`src/logic/rsi_pkg.sv`:
```
package rsi_pkg;

  localparam int RSI_DW = 8;

  // core status register bit positions
  localparam int RSI_ST_PDF_BIT = 4;
  localparam int RSI_ST_TO_BIT  = 5;

  // reset-cause flags register bit positions
  localparam int RSI_RCF_SWR_BIT = 0;
  localparam int RSI_RCF_UVR_BIT = 2;

  localparam logic [7:0] RSI_PORT_DATA_RST = 8'hff;
  localparam logic [7:0] RSI_PORT_DIR_RST  = 8'hff;
  localparam logic [7:0] RSI_PORT_PU_RST   = 8'h00;
  localparam logic [7:0] RSI_PORT_WU_RST   = 8'h00;
  localparam logic [7:0] RSI_ZERO8         = 8'h00;
  localparam logic [7:0] RSI_STATUS_RST    = 8'h00;
  localparam logic [7:0] RSI_RCF_RST       = 8'h00;
  localparam logic [7:0] RSI_RCF_MASK      = 8'h05;
  localparam logic [12:0] RSI_PC_RST       = 13'h0000;
  localparam int RSI_STACK_DEPTH           = 8;
  localparam logic [2:0] RSI_SP_TOP        = 3'h0;
  localparam logic [2:0] RSI_ACTION_CYCLES = 3'h1;

  // power modes
  typedef enum logic [3:0] {
    RSI_MODE_FAST  = 4'h1,
    RSI_MODE_SLOW  = 4'h2,
    RSI_MODE_IDLE  = 4'h4,
    RSI_MODE_SLEEP = 4'h8
  } rsi_mode_t;

  // decoded reset kind
  typedef enum logic [4:0] {
    RSI_RK_NONE    = 5'h01,
    RSI_RK_POR     = 5'h02,
    RSI_RK_UVR     = 5'h04,
    RSI_RK_WDT_RUN = 5'h08,
    RSI_RK_WDT_LP  = 5'h10
  } rsi_kind_t;

  typedef struct packed {
    logic power_on;
    logic undervoltage_reset;
    logic wdt_timeout;
  } rsi_src_t;

  typedef struct packed {
    logic [7:0] port_data;
    logic [7:0] port_dir;
    logic [7:0] port_pullup;
    logic [7:0] port_wakeup;
  } rsi_port_t;

  typedef struct packed {
    logic watchdog_timeout_flag;
    logic power_down_flag;
  } rsi_flags_t;

endpackage

```
`src/logic/rsi_decode.sv`:
```
`timescale 1ns/100ps
module rsi_decode
  import rsi_pkg::*;
(
  input  wire rsi_src_t  i_src,        // reset sources
  input  wire rsi_mode_t i_mode,       // current power mode
  output rsi_kind_t      o_kind        // decoded reset kind
);
  // power-on outranks all; undervoltage detector is off in idle/sleep
  always_comb begin
    o_kind = RSI_RK_NONE;
    if (i_src.power_on) begin
      o_kind = RSI_RK_POR;
    end else if (i_src.undervoltage_reset &&
                 (i_mode == RSI_MODE_FAST || i_mode == RSI_MODE_SLOW)) begin
      o_kind = RSI_RK_UVR;
    end else if (i_src.wdt_timeout) begin
      if (i_mode == RSI_MODE_IDLE || i_mode == RSI_MODE_SLEEP) begin
        o_kind = RSI_RK_WDT_LP;
      end else begin
        o_kind = RSI_RK_WDT_RUN;
      end
    end
  end
endmodule

```
`src/logic/rsi_reset_state_init.sv`:
```
`timescale 1ns/100ps
module rsi_reset_state_init
  import rsi_pkg::*;
(
  input  wire logic       i_ref_clk,         // system clock
  input  wire logic       i_rst,             // async reset, active high
  input  wire logic       i_power_on,        // power-on reset event (pin side)
  input  wire logic       i_undervoltage_reset, // valid undervoltage reset event
  input  wire logic       i_wdt_timeout,     // watchdog time-out event
  input  wire rsi_mode_t  i_mode,            // current power mode
  input  wire logic       i_halt,            // halt entry: sets power-down flag
  input  wire logic       i_clr_wdt,         // clear-watchdog instruction
  input  wire logic       i_wdt_sw_reset,    // watchdog-control software reset
  input  wire logic       i_rcf_clr_uvr,     // software clears undervoltage cause
  input  wire logic       i_rcf_clr_swr,     // software clears software-reset cause
  input  wire logic [7:0] i_working_d,       // core working register write value
  input  wire logic       i_working_we,      // core working register write
  input  wire logic [7:0] i_tbl_low_d,       // table pointer low write value
  input  wire logic       i_tbl_low_we,      // table pointer low write
  input  wire logic [7:0] i_tbl_high_d,      // table latch high write value
  input  wire logic       i_tbl_high_we,     // table latch high write
  output logic [7:0]      o_status,          // core status register
  output logic [7:0]      o_reset_cause_flags, // reset-cause flags register
  output logic [12:0]     o_pc,              // program counter
  output logic [2:0]      o_sp,              // stack pointer
  output logic            o_int_disable,     // force all interrupt enables off
  output logic            o_wdt_clear,       // clear watchdog/time-base counters
  output logic            o_wdt_run,         // watchdog counting
  output logic            o_timers_off,      // force timer modules off
  output rsi_port_t       o_port_init,       // port register load values
  output logic            o_port_load,       // load ports with o_port_init
  output logic            o_core_reset,      // core held in reset this cycle
  output logic [7:0]      o_working_register, // working register
  output logic [7:0]      o_table_pointer_low, // table pointer low
  output logic [7:0]      o_table_latch_high   // table latch high
);

  // pin-side events cross into the clock domain first
  logic [2:0] sync1_q;
  logic [2:0] sync2_q;
  rsi_src_t   src;
  rsi_kind_t  kind;

  always_ff @(posedge i_ref_clk or posedge i_rst) begin
    if (i_rst) begin
      sync1_q <= 3'h0;
      sync2_q <= 3'h0;
    end else begin
      sync1_q <= {i_power_on, i_undervoltage_reset, i_wdt_timeout};
      sync2_q <= sync1_q;
    end
  end

  assign src = rsi_src_t'(sync2_q);

  rsi_decode u_decode (
    .i_src  (src),
    .i_mode (i_mode),
    .o_kind (kind)
  );

  // power-on reset flags, the status register and the core state
  logic       to_q;
  logic       pdf_q;
  logic [7:0] status_d;

  // time-out and power-down flags: decided from the same-cycle kind; the async reset
  // itself is treated as a power-on reset
  always_ff @(posedge i_ref_clk or posedge i_rst) begin
    if (i_rst) begin
      to_q  <= 1'b0;
      pdf_q <= 1'b0;
    end else begin
      unique case (kind)
        RSI_RK_POR: begin
          to_q  <= 1'b0;
          pdf_q <= 1'b0;
        end
        RSI_RK_UVR: begin
          to_q  <= to_q;
          pdf_q <= pdf_q;
        end
        RSI_RK_WDT_RUN: begin
          to_q  <= 1'b1;
          pdf_q <= pdf_q;
        end
        RSI_RK_WDT_LP: begin
          to_q  <= 1'b1;
          pdf_q <= 1'b1;
        end
        RSI_RK_NONE: begin
          // halt and clear-watchdog steer the flags during normal running
          if (i_halt) begin
            to_q  <= 1'b0;
            pdf_q <= 1'b1;
          end else if (i_clr_wdt) begin
            to_q  <= 1'b0;
            pdf_q <= 1'b0;
          end
        end
        default: begin
          to_q  <= 1'b0;
          pdf_q <= 1'b0;
        end
      endcase
    end
  end

  // other status bits belong to the alu; shown as zero here
  always_comb begin
    status_d = RSI_STATUS_RST;
    status_d[RSI_ST_TO_BIT]  = to_q;
    status_d[RSI_ST_PDF_BIT] = pdf_q;
  end

  always_ff @(posedge i_ref_clk or posedge i_rst) begin
    if (i_rst) begin
      o_status <= RSI_STATUS_RST;
    end else begin
      o_status <= status_d;
    end
  end

  // reset-cause flags register; a new event wins over a same-cycle clear
  logic uvr_q;
  logic swr_q;

  always_ff @(posedge i_ref_clk or posedge i_rst) begin
    if (i_rst) begin
      uvr_q <= 1'b0;
    end else if (kind == RSI_RK_UVR) begin
      uvr_q <= 1'b1;
    end else if (i_rcf_clr_uvr) begin
      uvr_q <= 1'b0;
    end
  end

  always_ff @(posedge i_ref_clk or posedge i_rst) begin
    if (i_rst) begin
      swr_q <= 1'b0;
    end else if (kind == RSI_RK_POR) begin
      // software-reset cause is defined as zero after power-on
      swr_q <= 1'b0;
    end else if (i_wdt_sw_reset) begin
      swr_q <= 1'b1;
    end else if (i_rcf_clr_swr) begin
      swr_q <= 1'b0;
    end
  end

  always_ff @(posedge i_ref_clk or posedge i_rst) begin
    if (i_rst) begin
      o_reset_cause_flags <= RSI_RCF_RST;
    end else begin
      o_reset_cause_flags <= ({5'h00, uvr_q, 1'b0, swr_q} & RSI_RCF_MASK);
    end
  end

  // pc and stack pointer are reset by every kind of reset
  logic any_rst;
  logic full_rst;
  assign any_rst  = (kind != RSI_RK_NONE);
  // low-power watchdog reset spares everything but pc, sp, the time-out/power-down flags and o_core_reset
  assign full_rst = any_rst && (kind != RSI_RK_WDT_LP);

  // only the reset value lives here; the core's sequencer advances the pc
  always_ff @(posedge i_ref_clk or posedge i_rst) begin
    if (i_rst) begin
      o_pc <= RSI_PC_RST;
    end else begin
      o_pc <= RSI_PC_RST;
    end
  end

  always_ff @(posedge i_ref_clk or posedge i_rst) begin
    if (i_rst) begin
      o_sp <= RSI_SP_TOP;
    end else begin
      o_sp <= RSI_SP_TOP;
    end
  end

  // control strobes to the peripherals, held one cycle after the reset kind
  always_ff @(posedge i_ref_clk or posedge i_rst) begin
    if (i_rst) begin
      o_int_disable <= 1'b1;
    end else begin
      o_int_disable <= full_rst;
    end
  end

  always_ff @(posedge i_ref_clk or posedge i_rst) begin
    if (i_rst) begin
      o_wdt_clear <= 1'b1;
    end else begin
      o_wdt_clear <= full_rst;
    end
  end

  always_ff @(posedge i_ref_clk or posedge i_rst) begin
    if (i_rst) begin
      o_timers_off <= 1'b1;
    end else begin
      o_timers_off <= full_rst;
    end
  end

  // low-power watchdog reset leaves the port registers alone
  always_ff @(posedge i_ref_clk or posedge i_rst) begin
    if (i_rst) begin
      o_port_load <= 1'b1;
    end else begin
      o_port_load <= full_rst;
    end
  end

  always_ff @(posedge i_ref_clk or posedge i_rst) begin
    if (i_rst) begin
      o_core_reset <= 1'b1;
    end else begin
      o_core_reset <= any_rst;
    end
  end

  // watchdog keeps counting through and after any reset
  always_ff @(posedge i_ref_clk or posedge i_rst) begin
    if (i_rst) begin
      o_wdt_run <= 1'b1;
    end else begin
      o_wdt_run <= 1'b1;
    end
  end

  // port load values, one flop group per port register kind
  logic [7:0] port_data_q;
  logic [7:0] port_dir_q;
  logic [7:0] port_pu_q;
  logic [7:0] port_wu_q;

  always_ff @(posedge i_ref_clk or posedge i_rst) begin
    if (i_rst) begin
      port_data_q <= RSI_PORT_DATA_RST;
    end else begin
      port_data_q <= RSI_PORT_DATA_RST;
    end
  end

  always_ff @(posedge i_ref_clk or posedge i_rst) begin
    if (i_rst) begin
      port_dir_q <= RSI_PORT_DIR_RST;
    end else begin
      port_dir_q <= RSI_PORT_DIR_RST;
    end
  end

  always_ff @(posedge i_ref_clk or posedge i_rst) begin
    if (i_rst) begin
      port_pu_q <= RSI_PORT_PU_RST;
    end else begin
      port_pu_q <= RSI_PORT_PU_RST;
    end
  end

  always_ff @(posedge i_ref_clk or posedge i_rst) begin
    if (i_rst) begin
      port_wu_q <= RSI_PORT_WU_RST;
    end else begin
      port_wu_q <= RSI_PORT_WU_RST;
    end
  end

  assign o_port_init = '{port_data_q, port_dir_q, port_pu_q, port_wu_q};

  // working and table registers: never touched by a reset (undefined at
  // power-on means any value is fine, so zero is used for determinism)
  always_ff @(posedge i_ref_clk or posedge i_rst) begin
    if (i_rst) begin
      o_working_register <= RSI_ZERO8;
    end else if (i_working_we && !any_rst) begin
      o_working_register <= i_working_d;
    end
  end

  always_ff @(posedge i_ref_clk or posedge i_rst) begin
    if (i_rst) begin
      o_table_pointer_low <= RSI_ZERO8;
    end else if (i_tbl_low_we && !any_rst) begin
      o_table_pointer_low <= i_tbl_low_d;
    end
  end

  always_ff @(posedge i_ref_clk or posedge i_rst) begin
    if (i_rst) begin
      o_table_latch_high <= RSI_ZERO8;
    end else if (i_tbl_high_we && !any_rst) begin
      o_table_latch_high <= i_tbl_high_d;
    end
  end

endmodule

```
`config.mk`:
```
export PLATFORM = sky130hd
export DESIGN_NAME = rsi_reset_state_init
export DESIGN_NICKNAME = d
export VERILOG_FILES = /design/src/logic/rsi_pkg.sv /design/src/logic/rsi_decode.sv /design/src/logic/rsi_reset_state_init.sv
export SDC_FILE = /design/constraint.sdc
export NUM_CORES = 1
export LEC_CHECK = 0
export ABC_AREA = 1
export BUFFER_PORTS_ARGS = -buffer_cell sky130_fd_sc_hd__buf_2
export CAP_MARGIN = 20
export CORE_MARGIN = 2
export CORE_UTILIZATION = 42
export CTS_CLUSTER_DIAMETER = 50
export DETAILED_ROUTE_END_ITERATION = 10
export GPL_TIMING_DRIVEN = 0
export PLACE_DENSITY = 0.8
export SYNTH_ARGS = -nofsm -noshare
export SYNTH_HDL_FRONTEND = slang
export SYNTH_SLANG_ARGS = --single-unit
```
`constraint.sdc`:
```
create_clock -name i_ref_clk -period 1.5 [get_ports i_ref_clk]
set_input_delay 0 -clock i_ref_clk [delete_from_list [all_inputs] [get_ports i_ref_clk]]
set_output_delay 0 -clock i_ref_clk [all_outputs]
set_load 0.1 [all_outputs]
```
==> results of run 1 <==
==> cell usage in the layout (no fill, tap or decap), types with 4 or more instances in the layout <==
cell type / instances
buf_2: 74
buf_4: 64
conb_1: 61
nand2_1: 60
dfrtp_1: 38
dlygate4sd3_1: 31
o21ai_0: 17
inv_1: 12
o21ai_1: 6
clkbuf_8: 6
nor2_1: 5
nand3_1: 4
==> power groups by stage <==
stage | clock (mW) | combinational, mW | sequential [mW]
floorplan | 0 | 1.01 | 2.21
global placement | 0 | 2.16 | 1.29
detailed placement | 0 | 2.17 | 1.30
CTS | 0.761 | 2.24 | 1.28
global route | 0.801 | 2.32 | 1.29
finish | 0.744 | 2.24 | 1.27
==> through the flow <==
| step | hold slack, ns | total power, mW | utilization | setup slack, ns | std cells |
|---|---|---|---|---|---|
| after floorplan | 0.0314 | 3.22 | - | 0.261 | 285 |
| after global placement | 0.110 | 3.45 | 0.577 | 0.0855 | 425 |
| after detailed placement | 0.110 | 3.47 | 0.577 | 0.161 | 425 |
| after CTS | 0.0633 | 4.27 | 0.663 | 0.142 | 464 |
| after global routing | 0.0945 | 4.41 | 0.663 | 0.0467 | 464 |
| final | 0.0636 | 4.26 | 0.663 | 0.149 | 464 |
==> worst min path at each step <==
| stage | from | slack [ns] | to |
|---|---|---|---|
| CTS | i_halt | 0.06 | pdf_q$_DFFE_PP0P_ |
| finish | i_halt | 0.06 | pdf_q$_DFFE_PP0P_ |
| global placement | i_wdt_timeout | 0.11 | sync1_q[0]$_DFF_PP0_ |
| floorplan | i_wdt_timeout | 0.03 | sync1_q[0]$_DFF_PP0_ |
| detailed placement | i_wdt_timeout | 0.11 | sync1_q[0]$_DFF_PP0_ |
| global route | i_halt | 0.09 | pdf_q$_DFFE_PP0P_ |
==> worst max-delay path, cell delays in order (launching register included) <==
cell,delay [ns]
dfrtp_1,0.42
nor2_1,0.21
nand2_2,0.11
buf_12,0.16
buf_12,0.14
o21ai_1,0.13
nand2_1,0.06
==> final cells by class <==
class / count / area (um2)
clock buffer: 6 / 82.6
inverter: 13 / 48.8
tap: 67 / 83.8
multi-input combinational: 165 / 718
sequential: 40 / 1000
fill: 414 / 1600
buffer: 67 / 526
clock inverter: 2 / 15.0
timing repair buffer: 104 / 676
==> cell families (layout without fill, tap and decap cells) <==
logic type,Yosys count,in the layout,share of synthesized area
AO/OA/AOI/OAI,27,27,0.0688
buffers and inverters,80,192,0.277
AND/OR/NAND/NOR,77,77,0.167
other,2,61,0.00362
flip-flops,40,40,0.484
==> routing by layer <==
layer	GRT usage	vias to the layer above	wire, um
li1	-	913	-
met1	0.162	812	1790
met2	0.351	75	2610
met3	0.0515	6	324
met4	0.0556	0	47
met5	0	-	0
==> flip-flops by register name (all words and copies together), names as in the netlist <==
register and flops:
o_table_pointer_low 8, to_q 1, sync1_q 3, o_table_latch_high 8, pdf_q 1, uvr_q 1, o_core_reset 1, o_status 2
swr_q 1, o_port_load 1, src 3, o_reset_cause_flags 2, o_working_register 8
==> impl_metrics.toml, run 1 <==
[synth]
synth_cell_types = 19
netlist_instances = 226
yosysWarnings = 0
syn_area_per_cell_um2 = 9.18
yosysTopAreaCell = "dfrtp_1"
synth_top_flop_cell = "dfrtp_1"
syn_area_mm2 = 0.00207
synth_top_area_frac = 0.458
ys_async_sr_fraction = 1.00
yosysSeqAreaShare = 0.484
netlist_top_cells_count = "buf_4 (64), nand2_1 (60), dfrtp_1 (38)"
synth_edf_count = 0
yosysMostFrequentCell = "buf_4"
ys_top_cells_by_area = "dfrtp_1 (46%), buf_4 (23%), nand2_1 (11%)"
ys_ff_latch = 40

[placement]
dpl_cell_area_mm2 = 0.00275
gp_congestion = 0.735
port_buffers = 73
hpwl_mm = 3.25

[min_path]
min_path_type = "input port to flip-flop"
min_path_cells = 5

[timing]
maxSlewHeadroom = 0.457
maxClockFrequency_ghz = 0.740
worst_slew_pin_slew_ns = 0.814
skew_ns = 0.00539
hold_violations = 0
min_period_ns = 1.35
setup_viol = 0
fin_tns_setup_ns = 0
post-route-period-util = 0.900
rsz0062_at_grt = "false"
slew_viol_final = 0

[global_route]
grt_pass1_wl_mm = 7.20
gr-total-overflow = 0
first_global_vias = 1705
grt_max_degree = 41
grt_antenna_before_repair = 0
grt_use_total = 0.173

[final_layout]
fin_area_mm2 = 0.00315
diodes = 0
area_delta_synth_final_pct = 52.0
nets = 437
drive_gt1_frac = 0.403

[setup_path]
crit_start = "src[2]$_DFF_PP0_"
crit_path_end_kind = "flip-flop"
worstReg2RegStart = "src[2]$_DFF_PP0_"
r2r-end = "o_table_latch_high[0]$_DFFE_PP0P_"
cp.required_ns = 1.68
critPathMaxFanout = 10
cp_data_arrival_time_ns = 1.53
startpoint_type = "flip-flop"
crit_end = "o_table_latch_high[0]$_DFFE_PP0P_"
reg2reg_slack_ns = 0.15
path_class = "flip-flop to flip-flop"
r2r_cells = 6

[pwr]
seqPwrFrac = 0.299
peakVddDrop_mv = 0.677
combPwrFrac = 0.527
pwr-share-clk = 0.174
p_sw_mw = 2.31
power_switching_share = 0.542
p_leak_nw = 1.84
p_int_mw = 1.95
p_per_area_mw_per_mm2 = 1350

[clocking]
numCtsBuffers = 5
h-tree-depth = 2
path_clk_slew_ns = 0.08
cts_tree = "done"
cts_resized = 0
cts_max_path_buffers = 2
clk_latency_ns = 0.29
cts_setup_buffers = 0
clock-sinks = 40
cts_root_buf = "clkbuf_8"
hold_buffers = 31

[drt]
dr.first_iter.drc_count = 40
dr.pass1.iters = 4
drt-wirelength-per-cell_um = 10.3
drc = 0
final_antenna_net_count = 0
via_count = 1806
vias_per_cell = 3.89
drt-total-wl_mm = 4.77

[floorplanning]
die_width_um = 74.3
dieArea_mm2 = 0.00552
rows = 25
dieHeight_um = 74.3
pin_count = 135
coreArea_mm2 = 0.00475
start_util = 0.436

[status]
status = "finished, final reports clean"

[flow_run]
drv_cap = 0
No activity file was read; power rests on OpenSTA's default activity.
==> inputs of run 2 (changes only) <==
Settings changed: CELL_PAD_IN_SITES_DETAIL_PLACEMENT set to 0, CELL_PAD_IN_SITES_GLOBAL_PLACEMENT set to 1, CORE_UTILIZATION 42 to 30, CTS_BUF_LIST set to sky130_fd_sc_hd__clkbuf_8, PLACE_DENSITY 0.8 to 0.82.
==> run 2 against run 1 <==
  * Final cell count rose by 2.4%
  * Setup slack improved by 0.0029 ns
  * Clock power rose by 37%
  * Fmax rose by 0.22%
  * Largest cell class unchanged
  * Clock-buffer cell count fell by 1
  * Via count fell by 1.3%
  * Critical path depth fell by 4
  * Critical endpoint is now o_wdt_clear
  * First-iteration DRC count fell by 28%
  * Global-route usage fell by 5.9 points
  * Non-clock buffer count fell by 1
==> impl_metrics.toml, run 2 (synthesis results as in run 1) <==
[global_route]
grt_antenna_before_repair = 0
first_global_vias = 1589
grt_use_total = 0.114
grt_max_degree = 41
gr-total-overflow = 0
grt_pass1_wl_mm = 6.87

[final_layout]
diodes = 0
top_regs = "o_table_latch_high (8), o_table_pointer_low (8), o_working_register (8)"
area_delta_synth_final_pct = 53.8
nets = 436
drive_gt1_frac = 0.403
layout_common_cells = "buf_2 (74), buf_4 (64), conb_1 (61), nand2_1 (60), dfrtp_1 (38)"
n_fill_cell = 683
regArea_mm2 = 0.00100
utilization = 0.472
fin_area_mm2 = 0.00319
layout_commonest_cell = "buf_2"
multi_input_area_um2 = 718

[clocking]
cts_resized = 0
numCtsBuffers = 5
clk_latency_ns = 0.29
path_clk_slew_ns = 0.08
cts_max_path_buffers = 2
h-tree-depth = 2
clock-sinks = 40
cts_root_buf = "clkbuf_8"
cts_tree = "done"

[setup_path]
critical-path-max-stage-delay_ns = 0.55
cp.required_ns = 1.50
crit_buf_inv = 2
path_class = "flip-flop to output port"
critPathMaxFanout = 4
worstPathCellList = "buf_4, buf_2"
cp_data_arrival_time_ns = 1.35
crit_path_end_kind = "output port"
critical_path.slowest_cell = "dfstp_2"
cp_top_family = "flip-flops"
startpoint_type = "flip-flop"

[pwr]
p_per_area_mw_per_mm2 = 1420
p_leak_nw = 1.85
peakVddDrop_mv = 0.499

[floorplanning]
rows = 30
dieArea_mm2 = 0.00760
start_util = 0.307
coreArea_mm2 = 0.00676
dieHeight_um = 87.2
pin_count = 135
die_width_um = 87.2

[timing]
maxClockFrequency_ghz = 0.742
hold_violations = 0
slew_viol_final = 0
worst_slew_pin_slew_ns = 0.822
maxSlewHeadroom = 0.451
min_period_ns = 1.35
post-route-period-util = 0.898
fin_tns_setup_ns = 0
skew_ns = 0.00900
rsz0062_at_grt = "false"
setup_viol = 0

[min_path]
min_path_type = "input port to flip-flop"

[drt]
final_antenna_net_count = 0
vias_per_cell = 3.75
drt-total-wl_mm = 4.58
dr.first_iter.drc_count = 29
dr.pass1.iters = 4
drc = 0
drt-wirelength-per-cell_um = 9.64
via_count = 1782

[flow_run]
drv_cap = 0

[placement]
hpwl_mm = 3.29
port_buffers = 73
dpl_cell_area_mm2 = 0.00276
gp_congestion = 0.753

[status]
status = "finished, final reports clean"
## run 2: report_power, final
group | switching, mW | internal, mW | leakage [nW]
sequential | 0.0636 | 1.22 | 0.495
clock | 0.363 | 0.655 | 0.0642
combinational | 1.87 | 0.361 | 1.29
## run 2: layout make-up
class | instances | area share
Sequential cell | 40 | 0.315
Clock buffer | 5 | 0.0216
Tap cell | 80 | 0.0314
Inverter | 13 | 0.0153
Multi-Input combinational cell | 165 | 0.225
Buffer | 67 | 0.165
Clock inverter | 2 | 0.0188
Timing Repair Buffer | 103 | 0.209
## run 2: tightest hold or removal path: cells and delay by family
family / cells / cell delay [ns]
simple gates: 1 / 0.08
compound gates: 1 / 0.06
buf+inv: 2 / 0.13
## run 2: path summary, 6_finish.rpt
kind,from,endpoint,slack (ns),cells past startpoint
min in group asynchronous,i_rst,o_table_latch_high[5]$_DFFE_PP0P_,0.43,3
max in group asynchronous,i_rst,o_working_register[4]$_DFFE_PP0P_,0.54,3
hold reg to reg,sync1_q[0]$_DFF_PP0_,src[0]$_DFF_PP0_,0.34,0
setup / recovery,o_port_load$_DFF_PP1_,o_wdt_clear,0.15,2
hold / removal,i_rcf_clr_swr,swr_q$_DFFE_PP0P_,0.03,4
setup reg to reg,src[2]$_DFF_PP0_,o_table_latch_high[5]$_DFFE_PP0P_,0.18,6
## run 2: per-layer routing
layer  global-route usage  wire length, um
met2                0.203             2190
met4               0.0420               73
met1                0.129             1940
met5                    0                0
met3               0.0322              376
## run 2: through the flow
step	worst slack [ns]	hold slack, ns	total power [mW]	instances
2_1_floorplan	0.261	0.0314	3.22	285
3_3_place_gp	0.0263	0.109	3.46	438
3_5_place_dp	0.185	0.110	3.47	438
4_1_cts	0.132	0.0219	4.58	475
5_1_grt	0.0494	0.0442	4.69	475
6_report	0.152	0.0278	4.53	475
## run 2: repair_timing
action                                 4_1_cts  5_1_grt
endpoints found under the hold margin       67        0
setup buffers                                0        0
hold buffers                                30        0
==> inputs of run 3 (changes only) <==
Settings changed: MAX_ROUTING_LAYER set to met4.
Clock period 1.5 ns to 1.45 ns, I/O delays scaled along.
==> run 3 against run 2 <==
  * Die area did not move
  * Highest routed layer unchanged
  * Flip-flop and latch count did not move
  * Clock power barely moved
  * Via count barely moved
  * Clock-buffer cell count did not move
  * Non-clock buffer count did not move
  * Largest cell class unchanged
  * Hold slack barely moved
  * Clock skew did not move
  * Critical path depth did not move
  * Sequential power rose by 4%
  * Routed wire length barely moved
  * Final area barely moved
==> impl_metrics.toml, run 3 (synthesis results as in run 1) <==
[timing]
maxClockFrequency_ghz = 0.742
min_period_ns = 1.35
setup_viol = 0
maxSlewHeadroom = 0.452
skew_ns = 0.00900
slew_viol_final = 0
rsz0062_at_grt = "false"
fin_tns_setup_ns = 0
worst_slew_pin_slew_ns = 0.822
hold_violations = 0
post-route-period-util = 0.930

[clocking]
path_clk_slew_ns = 0.08
cts_max_path_buffers = 2
cts_root_buf = "clkbuf_8"
cts_setup_buffers = 0
clk_latency_ns = 0.29
numCtsBuffers = 5
h-tree-depth = 2
cts_tree = "done"
clock-sinks = 40

[setup_path]
startpoint_type = "flip-flop"
critical_path.slowest_cell = "dfstp_2"
worstPathCellList = "buf_4, buf_2"
critical-path-max-stage-delay_ns = 0.55
path_class = "flip-flop to output port"
critPathMaxFanout = 4
cp.required_ns = 1.45
crit_path_end_kind = "output port"
crit_buf_inv = 2
cp_top_family = "flip-flops"
cp_data_arrival_time_ns = 1.35

[final_layout]
layout_commonest_cell = "buf_2"
drive_gt1_frac = 0.405
area_delta_synth_final_pct = 53.9
nets = 436
layout_common_cells = "buf_2 (74), buf_4 (64), conb_1 (61), nand2_1 (60), dfrtp_1 (38)"
top_regs = "o_table_latch_high (8), o_table_pointer_low (8), o_working_register (8)"
fin_area_mm2 = 0.00319
diodes = 0

[min_path]
min_path_type = "input port to flip-flop"

[placement]
port_buffers = 73
dpl_cell_area_mm2 = 0.00276
hpwl_mm = 3.29
gp_congestion = 0.763

[floorplanning]
start_util = 0.307
dieHeight_um = 87.2
die_width_um = 87.2
dieArea_mm2 = 0.00760
rows = 30
coreArea_mm2 = 0.00676
pin_count = 135

[pwr]
pwr-share-clk = 0.225
peakVddDrop_mv = 0.516
combPwrFrac = 0.492
p_leak_nw = 1.85
power_switching_share = 0.507
p_int_mw = 2.31
p_sw_mw = 2.37
seqPwrFrac = 0.283
p_per_area_mw_per_mm2 = 1470

[drt]
dr.pass1.iters = 4
drc = 0
drt-wirelength-per-cell_um = 9.64
via_count = 1781
final_antenna_net_count = 0
drt-total-wl_mm = 4.58
vias_per_cell = 3.75
dr.first_iter.drc_count = 26

[global_route]
grt_max_degree = 41
first_global_vias = 1589
grt_antenna_before_repair = 0
grt_use_total = 0.117
grt_pass1_wl_mm = 6.87
gr-total-overflow = 0

[flow_run]
drv_cap = 0

[status]
status = "finished, final reports clean"
[run 3: layout make-up]
class / instances / area, um2
multi-input cells: 165 / 721
repair buffers: 103 / 666
clock buffers: 5 / 68.8
clock inverters: 2 / 60.1
flip-flops and latches: 40 / 1000
well taps: 80 / 100
fillers: 681 / 3560
plain buffers: 67 / 526
inverters: 13 / 48.8
[run 3: power by group through the flow]
stage          clock (mW)  combinational (mW)  sequential, mW
2_1_floorplan           0                1.04            2.28
5_1_grt              1.12                2.39            1.34
3_5_place_dp            0                2.24            1.35
4_1_cts              1.10                2.31            1.33
6_report             1.05                2.30            1.33
3_3_place_gp            0                2.24            1.34
[run 3: worst paths after layout]
kind,end,start,cells after the start,slack (ns)
worst min register to register,src[0]$_DFF_PP0_,sync1_q[0]$_DFF_PP0_,0,0.34
max in group asynchronous,o_working_register[4]$_DFFE_PP0P_,i_rst,3,0.49
min in group asynchronous,o_table_latch_high[5]$_DFFE_PP0P_,i_rst,3,0.43
worst max register to register,o_table_latch_high[5]$_DFFE_PP0P_,src[1]$_DFF_PP0_,8,0.19
worst max-delay path,o_wdt_clear,o_port_load$_DFF_PP1_,2,0.10
worst min-delay path,swr_q$_DFFE_PP0P_,i_rcf_clr_swr,4,0.03
[run 3: what timing repair did]
item,4_1_cts,5_1_grt
hold buffers,30,0
gates resized for setup,0,1
endpoints found under the setup margin,0,1
hold endpoints to repair,67,0
[run 3: stage by stage]
stage                     power [mW]  worst slack (ns)   util  instances  hold slack, ns
final                           4.68             0.102  0.473        475          0.0275
after global routing            4.85            0.0239  0.473        475          0.0442
after CTS                       4.73            0.0821  0.472        475          0.0219
after detailed placement        3.59             0.135  0.409        438           0.110
after global placement          3.58           -0.0237  0.409        438           0.109
after floorplan                 3.33             0.211      -        285          0.0314
[run 3: per-layer routing]
| metal | share of wire | global-route usage |
|---|---|---|
| met5 | 0 | - |
| met4 | 0.012 | 0.0420 |
| met3 | 0.076 | 0.0294 |
| met2 | 0.48 | 0.203 |
| met1 | 0.43 | 0.131 |
[run 3: worst register-to-register path: cells and delay by family, from the launching register on]
| kind | cells | cell delay [ns] |
|---|---|---|
| flip-flops | 1 | 0.36 |
| buffers and inverters | 3 | 0.36 |
| AND/OR/NAND/NOR | 3 | 0.25 |
| AO/OA/AOI/OAI | 2 | 0.18 |
